$ cat config.mk
export PLATFORM = sky130hd
export DESIGN_NAME = bcc_config_regs
export DESIGN_NICKNAME = d
export VERILOG_FILES = /design/src/include/bcc_pkg.sv /design/src/core/bcc_config_regs.sv /design/src/core/bcc_fine_chan.sv /design/src/core/bcc_wiper_chan.sv
export VERILOG_INCLUDE_DIRS = /design/src /design/src/include
export SDC_FILE = /design/constraint.sdc
export NUM_CORES = 1
export LEC_CHECK = 0
export BUFFER_PORTS_ARGS = -buffer_cell sky130_fd_sc_hd__buf_2
export CORE_MARGIN = 1.5
export CORE_UTILIZATION = 34
export CTS_CLUSTER_SIZE = 40
export DETAILED_ROUTE_END_ITERATION = 16
export PLACE_DENSITY = 0.51
export SYNTH_ARGS = -nofsm -noshare
export SYNTH_HDL_FRONTEND = slang
export SYNTH_SLANG_ARGS = --single-unit
$ cat constraint.sdc
create_clock -name clk -period 2.35 [get_ports clk]
set_clock_uncertainty 0.2 [all_clocks]
set_input_delay 0.1175 -clock clk [delete_from_list [all_inputs] [get_ports clk]]
set_output_delay 0.1175 -clock clk [all_outputs]
set_load 0.1 [all_outputs]
$ cat src/include/bcc_regs.svh
// register offsets, field positions, reset values and timing counts for the bias controller
// assumes a 16-bit write word and an 8-bit register selector from the serial command decoder
`ifndef BCC_REGS_SVH
`define BCC_REGS_SVH

`define BCC_ADDR_FINE_PT1    8'h01
`define BCC_ADDR_FINE_PT2    8'h02
`define BCC_ADDR_FINE_PL1    8'h03
`define BCC_ADDR_FINE_PL2    8'h04
`define BCC_ADDR_FINE_CO1    8'h05
`define BCC_ADDR_FINE_CO2    8'h06
`define BCC_ADDR_UPW1        8'h07
`define BCC_ADDR_UPW2        8'h08
`define BCC_ADDR_LOW1        8'h09
`define BCC_ADDR_LOW2        8'h0A
`define BCC_ADDR_LOAD        8'h0B
`define BCC_ADDR_ALARM       8'h0C
`define BCC_ADDR_SCAN        8'h0D
`define BCC_ADDR_CLEAR       8'h0E
`define BCC_ADDR_SHUT        8'h0F

`define BCC_LD_FINE_INPUT_PLAIN_CH2         5
`define BCC_LD_UPW2          4
`define BCC_LD_LOW2          3
`define BCC_LD_FINE_INPUT_PLAIN_CH1         2
`define BCC_LD_UPW1          1
`define BCC_LD_LOW1          0

`define BCC_CL_FIRE          9
`define BCC_CL_ARM           8
`define BCC_CL_FLUSH         6
`define BCC_CL_UPW2          5
`define BCC_CL_LOW2          4
`define BCC_CL_FINE_INPUT_PLAIN_CH1         3
`define BCC_CL_UPW1          2
`define BCC_CL_LOW1          1
`define BCC_CL_FINE_INPUT_PLAIN_CH2         0

`define BCC_SH_GLOBAL        7
`define BCC_SH_REF           3
`define BCC_SH_OSC           2
`define BCC_SH_CONV2         1
`define BCC_SH_CONV1         0

`define BCC_CAL_FLAG         15
`define BCC_ALARM_RST        8'h00
`define BCC_SCAN_RST         8'h00
`define BCC_SHUT_RST         5'h13
`define BCC_FINE_RST         10'h000
`define BCC_WIPER_RST        9'h100
`define BCC_CAL_PULSE_CYC    1

`endif

$ cat src/include/bcc_pkg.sv
// types shared by the bias controller register bank
// assumes bcc_regs.svh supplies the numeric constants
package bcc_pkg;
  // shutdown controls as seen by the analog side
  typedef struct packed {
    logic globalPowerDown;
    logic referenceKeepOn;
    logic oscillatorStop;
    logic converter2PowerDown;
    logic converter1PowerDown;
  } bcc_shut_t;

  // hardware alarm output configuration
  typedef struct packed {
    logic forceProtectCh1;
    logic forceProtectCh2;
    logic alertPolaritySel;
    logic alertDriveSel;
    logic protectCh1Polarity;
    logic protectCh1Drive;
    logic protectCh2Polarity;
    logic protectCh2Drive;
  } bcc_alarm_t;

  // full reset sequencer
  typedef enum logic [1:0] {
    BCC_IDLE  = 2'b01,
    BCC_ARMED = 2'b10
  } bcc_rst_state_t;
endpackage

$ cat src/core/bcc_config_regs.sv
// write-side control register bank of a dual-channel bias controller
// assumes the serial decoder gives a one-cycle write strobe with selector and 16-bit data
`timescale 1ns/100ps
`default_nettype none
`include "bcc_regs.svh"
module bcc_config_regs
  import bcc_pkg::*;
(
  // clock and reset
  input  wire logic        clk,
  input  wire logic        arst_n,
  // register writes from the serial decoder
  input  wire logic        regWrite,
  input  wire logic [7:0]  regSel,
  input  wire logic [15:0] regData,
  input  wire logic        cmdSeen,
  // register read of alarm configuration
  output logic      [7:0]  alarmReadback,
  // fine DAC outputs
  output logic      [9:0]  fineOut1,
  output logic      [9:0]  fineOut2,
  output logic             fineCorr1,
  output logic             fineCorr2,
  // coarse wiper outputs
  output logic      [7:0]  upperWiper1,
  output logic      [7:0]  upperWiper2,
  output logic      [7:0]  lowerWiper1,
  output logic      [7:0]  lowerWiper2,
  output logic      [3:0]  autocalStart,
  // alarm configuration
  output bcc_alarm_t       alarmCfg,
  // scan setup
  output logic             repeatScanEnable,
  output logic      [6:0]  scanSelect,
  output logic             scanWritten,
  // queue flush
  output logic             resultQueueFlush,
  // shutdown
  output bcc_shut_t        shutCtl
);
  // selector decode used for every register
  function automatic logic hit(input logic [7:0] sel, input logic [7:0] addr);
    hit = (sel == addr);
  endfunction

  wire wrFinePt1  = regWrite & hit(regSel, `BCC_ADDR_FINE_PT1);
  wire wrFinePt2  = regWrite & hit(regSel, `BCC_ADDR_FINE_PT2);
  wire wrFinePl1  = regWrite & hit(regSel, `BCC_ADDR_FINE_PL1);
  wire wrFinePl2  = regWrite & hit(regSel, `BCC_ADDR_FINE_PL2);
  wire wrFineCo1  = regWrite & hit(regSel, `BCC_ADDR_FINE_CO1);
  wire wrFineCo2  = regWrite & hit(regSel, `BCC_ADDR_FINE_CO2);
  wire wrUpw1     = regWrite & hit(regSel, `BCC_ADDR_UPW1);
  wire wrUpw2     = regWrite & hit(regSel, `BCC_ADDR_UPW2);
  wire wrLow1     = regWrite & hit(regSel, `BCC_ADDR_LOW1);
  wire wrLow2     = regWrite & hit(regSel, `BCC_ADDR_LOW2);
  wire wrLoad     = regWrite & hit(regSel, `BCC_ADDR_LOAD);
  wire wrAlarm    = regWrite & hit(regSel, `BCC_ADDR_ALARM);
  wire wrScan     = regWrite & hit(regSel, `BCC_ADDR_SCAN);
  wire wrClear    = regWrite & hit(regSel, `BCC_ADDR_CLEAR);
  wire wrShut     = regWrite & hit(regSel, `BCC_ADDR_SHUT);

  // load strobe exists only for the write cycle, so nothing stays pending
  wire [5:0] loadBits = wrLoad ? regData[5:0] : 6'h00;

  // full reset sequencer state
  bcc_rst_state_t rstState_q;
  bcc_rst_state_t rstState_d;
  wire armPattern  = ~regData[`BCC_CL_FIRE] & regData[`BCC_CL_ARM];
  wire firePattern = regData[`BCC_CL_FIRE] & ~regData[`BCC_CL_ARM];
  wire global_reset_fire   = wrClear & firePattern & (rstState_q == BCC_ARMED);

  // arm must be the clear write right before fire; any clear write but an arm disarms
  always_comb begin
    rstState_d = rstState_q;
    case (rstState_q)
      BCC_IDLE: begin
        if (wrClear && armPattern) begin
          rstState_d = BCC_ARMED;
        end
      end
      BCC_ARMED: begin
        // a repeated arm write keeps the sequencer armed
        if (wrClear && !armPattern) begin
          rstState_d = BCC_IDLE;
        end
      end
      default: begin
        rstState_d = BCC_IDLE;
      end
    endcase
  end

  always_ff @(posedge clk or negedge arst_n) begin
    if (!arst_n) begin
      rstState_q <= BCC_IDLE;
    end else begin
      rstState_q <= rstState_d;
    end
  end

  // clear bits act only on the write cycle; full reset covers every DAC
  wire [5:0] clrBits = (wrClear ? regData[5:0] : 6'h00) | {6{global_reset_fire}};
  wire flushNow      = (wrClear & regData[`BCC_CL_FLUSH]) | global_reset_fire;

  // fine channels, codes take the low ten bits only
  bcc_fine_chan uFine1 (
    .clk           (clk),
    .arst_n        (arst_n),
    .wrPlain       (wrFinePl1),
    .wrCorrected   (wrFineCo1),
    .wrPassthrough (wrFinePt1),
    .wrCode        (regData[9:0]),
    .loadFine      (loadBits[`BCC_LD_FINE_INPUT_PLAIN_CH1]),
    .clearFine     (clrBits[`BCC_CL_FINE_INPUT_PLAIN_CH1]),
    .fineInput     (),
    .fineOutput    (fineOut1),
    .corrLast      (fineCorr1)
  );

  bcc_fine_chan uFine2 (
    .clk           (clk),
    .arst_n        (arst_n),
    .wrPlain       (wrFinePl2),
    .wrCorrected   (wrFineCo2),
    .wrPassthrough (wrFinePt2),
    .wrCode        (regData[9:0]),
    .loadFine      (loadBits[`BCC_LD_FINE_INPUT_PLAIN_CH2]),
    .clearFine     (clrBits[`BCC_CL_FINE_INPUT_PLAIN_CH2]),
    .fineInput     (),
    .fineOutput    (fineOut2),
    .corrLast      (fineCorr2)
  );

  // wipers: autocal flag in bit 15 folded into input bit 8
  wire [8:0] wiperWord = {regData[`BCC_CAL_FLAG], regData[7:0]};

  bcc_wiper_chan uUpw1 (
    .clk         (clk),
    .arst_n      (arst_n),
    .wrInput     (wrUpw1),
    .wrData      (wiperWord),
    .loadWiper   (loadBits[`BCC_LD_UPW1]),
    .clearWiper  (clrBits[`BCC_CL_UPW1]),
    .wiperOutput (upperWiper1),
    .calStart    (autocalStart[0])
  );

  bcc_wiper_chan uLow1 (
    .clk         (clk),
    .arst_n      (arst_n),
    .wrInput     (wrLow1),
    .wrData      (wiperWord),
    .loadWiper   (loadBits[`BCC_LD_LOW1]),
    .clearWiper  (clrBits[`BCC_CL_LOW1]),
    .wiperOutput (lowerWiper1),
    .calStart    (autocalStart[1])
  );

  bcc_wiper_chan uUpw2 (
    .clk         (clk),
    .arst_n      (arst_n),
    .wrInput     (wrUpw2),
    .wrData      (wiperWord),
    .loadWiper   (loadBits[`BCC_LD_UPW2]),
    .clearWiper  (clrBits[`BCC_CL_UPW2]),
    .wiperOutput (upperWiper2),
    .calStart    (autocalStart[2])
  );

  bcc_wiper_chan uLow2 (
    .clk         (clk),
    .arst_n      (arst_n),
    .wrInput     (wrLow2),
    .wrData      (wiperWord),
    .loadWiper   (loadBits[`BCC_LD_LOW2]),
    .clearWiper  (clrBits[`BCC_CL_LOW2]),
    .wiperOutput (lowerWiper2),
    .calStart    (autocalStart[3])
  );

  // alarm configuration, bits 15..8 dropped
  logic [7:0] alarm_q;
  always_ff @(posedge clk or negedge arst_n) begin
    if (!arst_n) begin
      alarm_q <= `BCC_ALARM_RST;
    end else if (wrAlarm) begin
      alarm_q <= regData[7:0];
    end
  end
  assign alarmCfg      = bcc_alarm_t'(alarm_q);
  assign alarmReadback = alarm_q;

  // scan control; reserved bits 11..8 are the host's to keep zero and are not stored
  logic [7:0] scan_q;
  logic       scanPulse_q;
  always_ff @(posedge clk or negedge arst_n) begin
    if (!arst_n) begin
      scan_q      <= `BCC_SCAN_RST;
      scanPulse_q <= 1'b0;
    end else begin
      scanPulse_q <= wrScan;
      if (wrScan) begin
        scan_q <= regData[7:0];
      end
    end
  end
  assign repeatScanEnable = scan_q[7];
  assign scanSelect       = scan_q[6:0];
  assign scanWritten      = scanPulse_q;

  // queue flush pulse registered so the output comes from a flip-flop
  logic flush_q;
  always_ff @(posedge clk or negedge arst_n) begin
    if (!arst_n) begin
      flush_q <= 1'b0;
    end else begin
      flush_q <= flushNow;
    end
  end
  assign resultQueueFlush = flush_q;

  // shutdown: a write while globally down only writes the global bit, others keep data
  logic [4:0] shut_q;
  logic [4:0] shut_d;
  wire        globalDown = shut_q[4];
  always_comb begin
    shut_d = shut_q;
    if (global_reset_fire) begin
      shut_d = `BCC_SHUT_RST;
    end else if (wrShut && globalDown) begin
      shut_d[4] = regData[`BCC_SH_GLOBAL];
    end else if (wrShut) begin
      shut_d = {regData[`BCC_SH_GLOBAL], regData[`BCC_SH_REF],
                regData[`BCC_SH_OSC], regData[`BCC_SH_CONV2],
                regData[`BCC_SH_CONV1]};
    end else if (cmdSeen) begin
      shut_d[2] = 1'b0;
    end
  end

  always_ff @(posedge clk or negedge arst_n) begin
    if (!arst_n) begin
      shut_q <= `BCC_SHUT_RST;
    end else begin
      shut_q <= shut_d;
    end
  end
  assign shutCtl = bcc_shut_t'(shut_q);
endmodule
`default_nettype wire

$ cat src/core/bcc_fine_chan.sv
// one fine DAC channel: plain, corrected and passthrough inputs plus output register
// assumes one-cycle write strobes from the register bank
`timescale 1ns/100ps
`default_nettype none
`include "bcc_regs.svh"
module bcc_fine_chan
  import bcc_pkg::*;
(
  // clock and reset
  input  wire logic       clk,
  input  wire logic       arst_n,
  // writes
  input  wire logic       wrPlain,
  input  wire logic       wrCorrected,
  input  wire logic       wrPassthrough,
  input  wire logic [9:0] wrCode,
  input  wire logic       loadFine,
  input  wire logic       clearFine,
  // state
  output logic      [9:0] fineInput,
  output logic      [9:0] fineOutput,
  output logic            corrLast
);
  logic [9:0] input_q;
  logic [9:0] output_q;
  logic       corr_q;

  // clear beats a simultaneous load so the channel reaches power-on contents
  always_ff @(posedge clk or negedge arst_n) begin
    if (!arst_n) begin
      input_q  <= `BCC_FINE_RST;
      output_q <= `BCC_FINE_RST;
      corr_q   <= 1'b0;
    end else if (clearFine) begin
      input_q  <= `BCC_FINE_RST;
      output_q <= `BCC_FINE_RST;
      corr_q   <= 1'b0;
    end else begin
      if (wrPlain || wrCorrected || wrPassthrough) begin
        input_q <= wrCode;
        corr_q  <= wrCorrected;
      end
      if (wrPassthrough) begin
        output_q <= wrCode;
      end else if (loadFine) begin
        output_q <= input_q;
      end
    end
  end

  assign fineInput  = input_q;
  assign fineOutput = output_q;
  assign corrLast   = corr_q;
endmodule
`default_nettype wire

$ cat src/core/bcc_wiper_chan.sv
// one coarse wiper: input register with autocal flag and output register
// assumes one-cycle write strobes from the register bank
`timescale 1ns/100ps
`default_nettype none
`include "bcc_regs.svh"
module bcc_wiper_chan
  import bcc_pkg::*;
(
  // clock and reset
  input  wire logic       clk,
  input  wire logic       arst_n,
  // writes
  input  wire logic       wrInput,
  input  wire logic [8:0] wrData,
  input  wire logic       loadWiper,
  input  wire logic       clearWiper,
  // state
  output logic      [7:0] wiperOutput,
  output logic            calStart
);
  logic [8:0] input_q;
  logic [7:0] output_q;
  logic       cal_q;

  // flag sits in bit 8 of the input register
  always_ff @(posedge clk or negedge arst_n) begin
    if (!arst_n) begin
      input_q  <= `BCC_WIPER_RST;
      output_q <= 8'h00;
      cal_q    <= 1'b0;
    end else if (clearWiper) begin
      input_q  <= `BCC_WIPER_RST;
      output_q <= 8'h00;
      cal_q    <= 1'b0;
    end else begin
      if (wrInput) begin
        input_q <= wrData;
      end
      output_q <= loadWiper ? input_q[7:0] : output_q;
      cal_q    <= loadWiper & input_q[8];
    end
  end

  assign wiperOutput = output_q;
  assign calStart    = cal_q;
endmodule
`default_nettype wire

==> flow_metrics.env <==
export IMPL_multiInputGateArea_um2=2191
export IMPL_cts_root_buf="clkbuf_16"
export IMPL_status="complete, no violations"
export IMPL_die_y_um=134.2
export IMPL_nets=704
export IMPL_r2r_worst_path_cells=6
export IMPL_core_area_um2=16700
export IMPL_yosysSeqAreaShare=0.5957
export IMPL_grt_pass1_vias=4490
export IMPL_r2r_end="uFine2.fineOutput[2]"
export IMPL_initialDrtViolationCount=234
export IMPL_rsz0062_at_grt="no"
export IMPL_cts_buffer_depth=2
export IMPL_placed_cells=854
export IMPL_clk_latency_ns=0.42
export IMPL_synth_area_um2=5856
export IMPL_worst_endpoint_required_ns=2.47
export IMPL_grt_total_usage=0.1875
export IMPL_areaGrowthSynthToFinish_pct=32.31
export IMPL_gp_congestion=0.7695
export IMPL_synth_most_common_cell="dfrtp_1"
export IMPL_grt_remaining_overflow=0
export IMPL_cp_max_fo=5
export IMPL_cts_tree="yes"
export IMPL_via_count=4680
export IMPL_synth_seq_cells=139
export IMPL_synth_enable_flop_cells=0
export IMPL_synth_area_top_cells="dfrtp_1 (56%), a22o_1 (5.8%), nand2_1 (4.7%)"
export IMPL_finalSetupTns_ns=0
export IMPL_cap_violations=0
export IMPL_diodes=0
export IMPL_wl_per_cell_um=18.10
export IMPL_final_area_um2=7747
export IMPL_seqCellArea_um2=3488
export IMPL_hpwl_um=10770
export IMPL_leakagePower_nw=3.969
export IMPL_hold_class="in -> async"
export IMPL_setup_violations=0
export IMPL_fp_dieW_um=134.2
export IMPL_cp_start_kind="input pin"
export IMPL_start_util=0.3506
export IMPL_yosysTopAreaCell="dfrtp_1"
export IMPL_grt_pass1_wl_um=25620
export IMPL_ys_flop_type="dfrtp_1"
export IMPL_finalMaxSlewViolations=0
export IMPL_io_pins=117
export IMPL_dpl_instance_area_um2=6744
export IMPL_dr_pass1_iters=4
export IMPL_io_buffer_count=111
export IMPL_syn_area_per_cell_um2=11.01
export IMPL_drive_above_1_share=0.3179
export IMPL_ir_drop_mv=0.5066
export IMPL_post_route_drc_count=0
export IMPL_final_cells=909
export IMPL_cts_sinks=139
export IMPL_period_share=0.9767
export IMPL_cp_arrival_ns=2.42
export IMPL_clkTransAtPathRegs_ns=0.06
export IMPL_ant_nets=0
export IMPL_htreeDepth=4
export IMPL_vias_per_cell=5.149
export IMPL_yosys_warnings=0
export IMPL_fp_row_count=47
export IMPL_critPathKind="in -> reg"
export IMPL_wirelength_um=16450
export IMPL_end_kind="flip-flop"
export IMPL_max_slew_margin=0.6115
export IMPL_antenna_found_initial=0
export IMPL_ff2ff_setup_slack_ns=0.27
export IMPL_cts_made_buffers=17
export IMPL_fin_crit_ns=2.295
export IMPL_die_area_um2=18020
export IMPL_synth_common_cells="dfrtp_1 (131), nand2_1 (73), nor2_1 (60)"
export IMPL_tightest_slew_ns=0.5806
export IMPL_fmax_mhz=435.7
export IMPL_fillers=1593
export IMPL_async_flop_share=1.000
export IMPL_synthesis_nets=560
export IMPL_synth_cell_types=51
export IMPL_synthCells=532
export IMPL_powerDensity_nw_per_um2=840.7
export IMPL_final_hold_viol_count=0
export IMPL_r2r_start="rstState_q[1]"
export IMPL_netlist_area_leader_share=0.5598
export IMPL_grt_max_degree=58
cell usage in the layout, fill, tap and decap left out, types with 3 or more instances in the layout:
cell           count
o21ai_0           21
a311oi_2           7
buf_2            107
clkinvlp_4         3
dlygate4sd3_1     21
mux2_2            16
dfrtp_1          131
and3_1             8
nor3_2             3
a2bb2oi_1          7
and3b_1            3
clkbuf_16         19
nor4_1             3
nand3_1           16
dfstp_2            8
nand2_1           73
bufinv_16          5
and2_1             3
mux2i_1           22
buf_4             32
nor2_2             6
nor3_1             5
o31ai_1            3
a21oi_1           13
nor2_1            55
inv_6              3
inv_1              9
nor2b_1            4
a22o_1            39
metrics by stage:
step,setup slack (ns),hold slack (ns),power (mW),utilization
after floorplan,0.1896,-0.3781,3.340,-
after global placement,0.1592,-0.08382,3.565,0.4038
after detailed placement,0.1357,-0.07483,3.579,0.4038
after CTS,0.01747,0.02209,6.560,0.4563
after global routing,0.01413,0.06857,6.734,0.4639
final,0.05464,0.01599,6.514,0.4639
critical path, cell delays in order:
cell and delay, ns:
dlygate4sd3_1 0.57, or4_4 0.46, or3_4 0.39, or3_4 0.45, buf_12 0.16, a311oi_2 0.27
what timing repair did:
item / 4_1_cts / 5_1_grt
setup buffers: 0 / 1
gates resized for setup: 0 / 19
endpoints found under the hold margin: 198 / 0
hold buffers: 23 / 0
endpoints found under the setup margin: 0 / 19
worst max-delay path by stage:
| stage | startpoint | to | slack (ns) | cells after the start |
|---|---|---|---|---|
| finish | regSel[7] | uFine1.fineOutput[0] | 0.05 | 6 |
| global route | regSel[7] | uFine1.fineOutput[0] | 0.01 | 6 |
| detailed placement | regSel[7] | uFine1.fineOutput[3] | 0.14 | 6 |
| CTS | regSel[7] | uFine1.fineOutput[3] | 0.02 | 7 |
| global placement | regSel[7] | uFine1.fineOutput[1] | 0.16 | 6 |
| floorplan | regSel[7] | uFine1.fineOutput[2] | 0.19 | 7 |
layout make-up:
type | instances | share of cell area
Clock buffer | 18 | 0.05539
Clock inverter | 14 | 0.02810
Inverter | 9 | 0.004360
Multi-Input combinational cell | 342 | 0.2828
Sequential cell | 139 | 0.4503
Tap cell | 220 | 0.03553
Timing Repair Buffer | 167 | 0.1436
flip-flops by register name (all words and copies together), names as in the netlist, 2 cells and up:
register / count
uUpw1.input_q: 9
uUpw2.wiperOutput: 8
uFine2.fineInput: 10
uLow1.wiperOutput: 8
rstState_q: 2
uFine1.fineInput: 10
uLow2.wiperOutput: 8
uFine2.fineOutput: 10
uUpw1.wiperOutput: 8
uFine1.fineOutput: 10
alarmCfg: 8
uLow1.input_q: 9
scan_q: 8
uUpw2.input_q: 9
uLow2.input_q: 9
shutCtl: 5
kinds of logic (layout without fill, tap and decap cells):
logic type / after synthesis / after routing / share of synthesized area
compound gates: 115 / 115 / 0.1474
xor+xnor: 1 / 1 / 0.001496
buf+inv: 51 / 208 / 0.04252
flops: 139 / 139 / 0.5957
mux: 38 / 38 / 0.06838
simple gates: 188 / 188 / 0.1444
report_power, final:
group	internal [mW]	switching [mW]
Sequential	2.54	0.0815
Clock	1.89	1.05
Combinational	0.196	0.758
Total	4.62	1.89
metal layers:
metal | wire [µm] | track usage | up-vias
met3 | 808 | 0.04724 | 24
met1 | 7446 | 0.2568 | 2329
met5 | 0 | 0 | -
met2 | 7938 | 0.2900 | 145
met4 | 260 | 0.06452 | 0
li1 | - | - | 2182
Power figures use the tool's default switching activity.
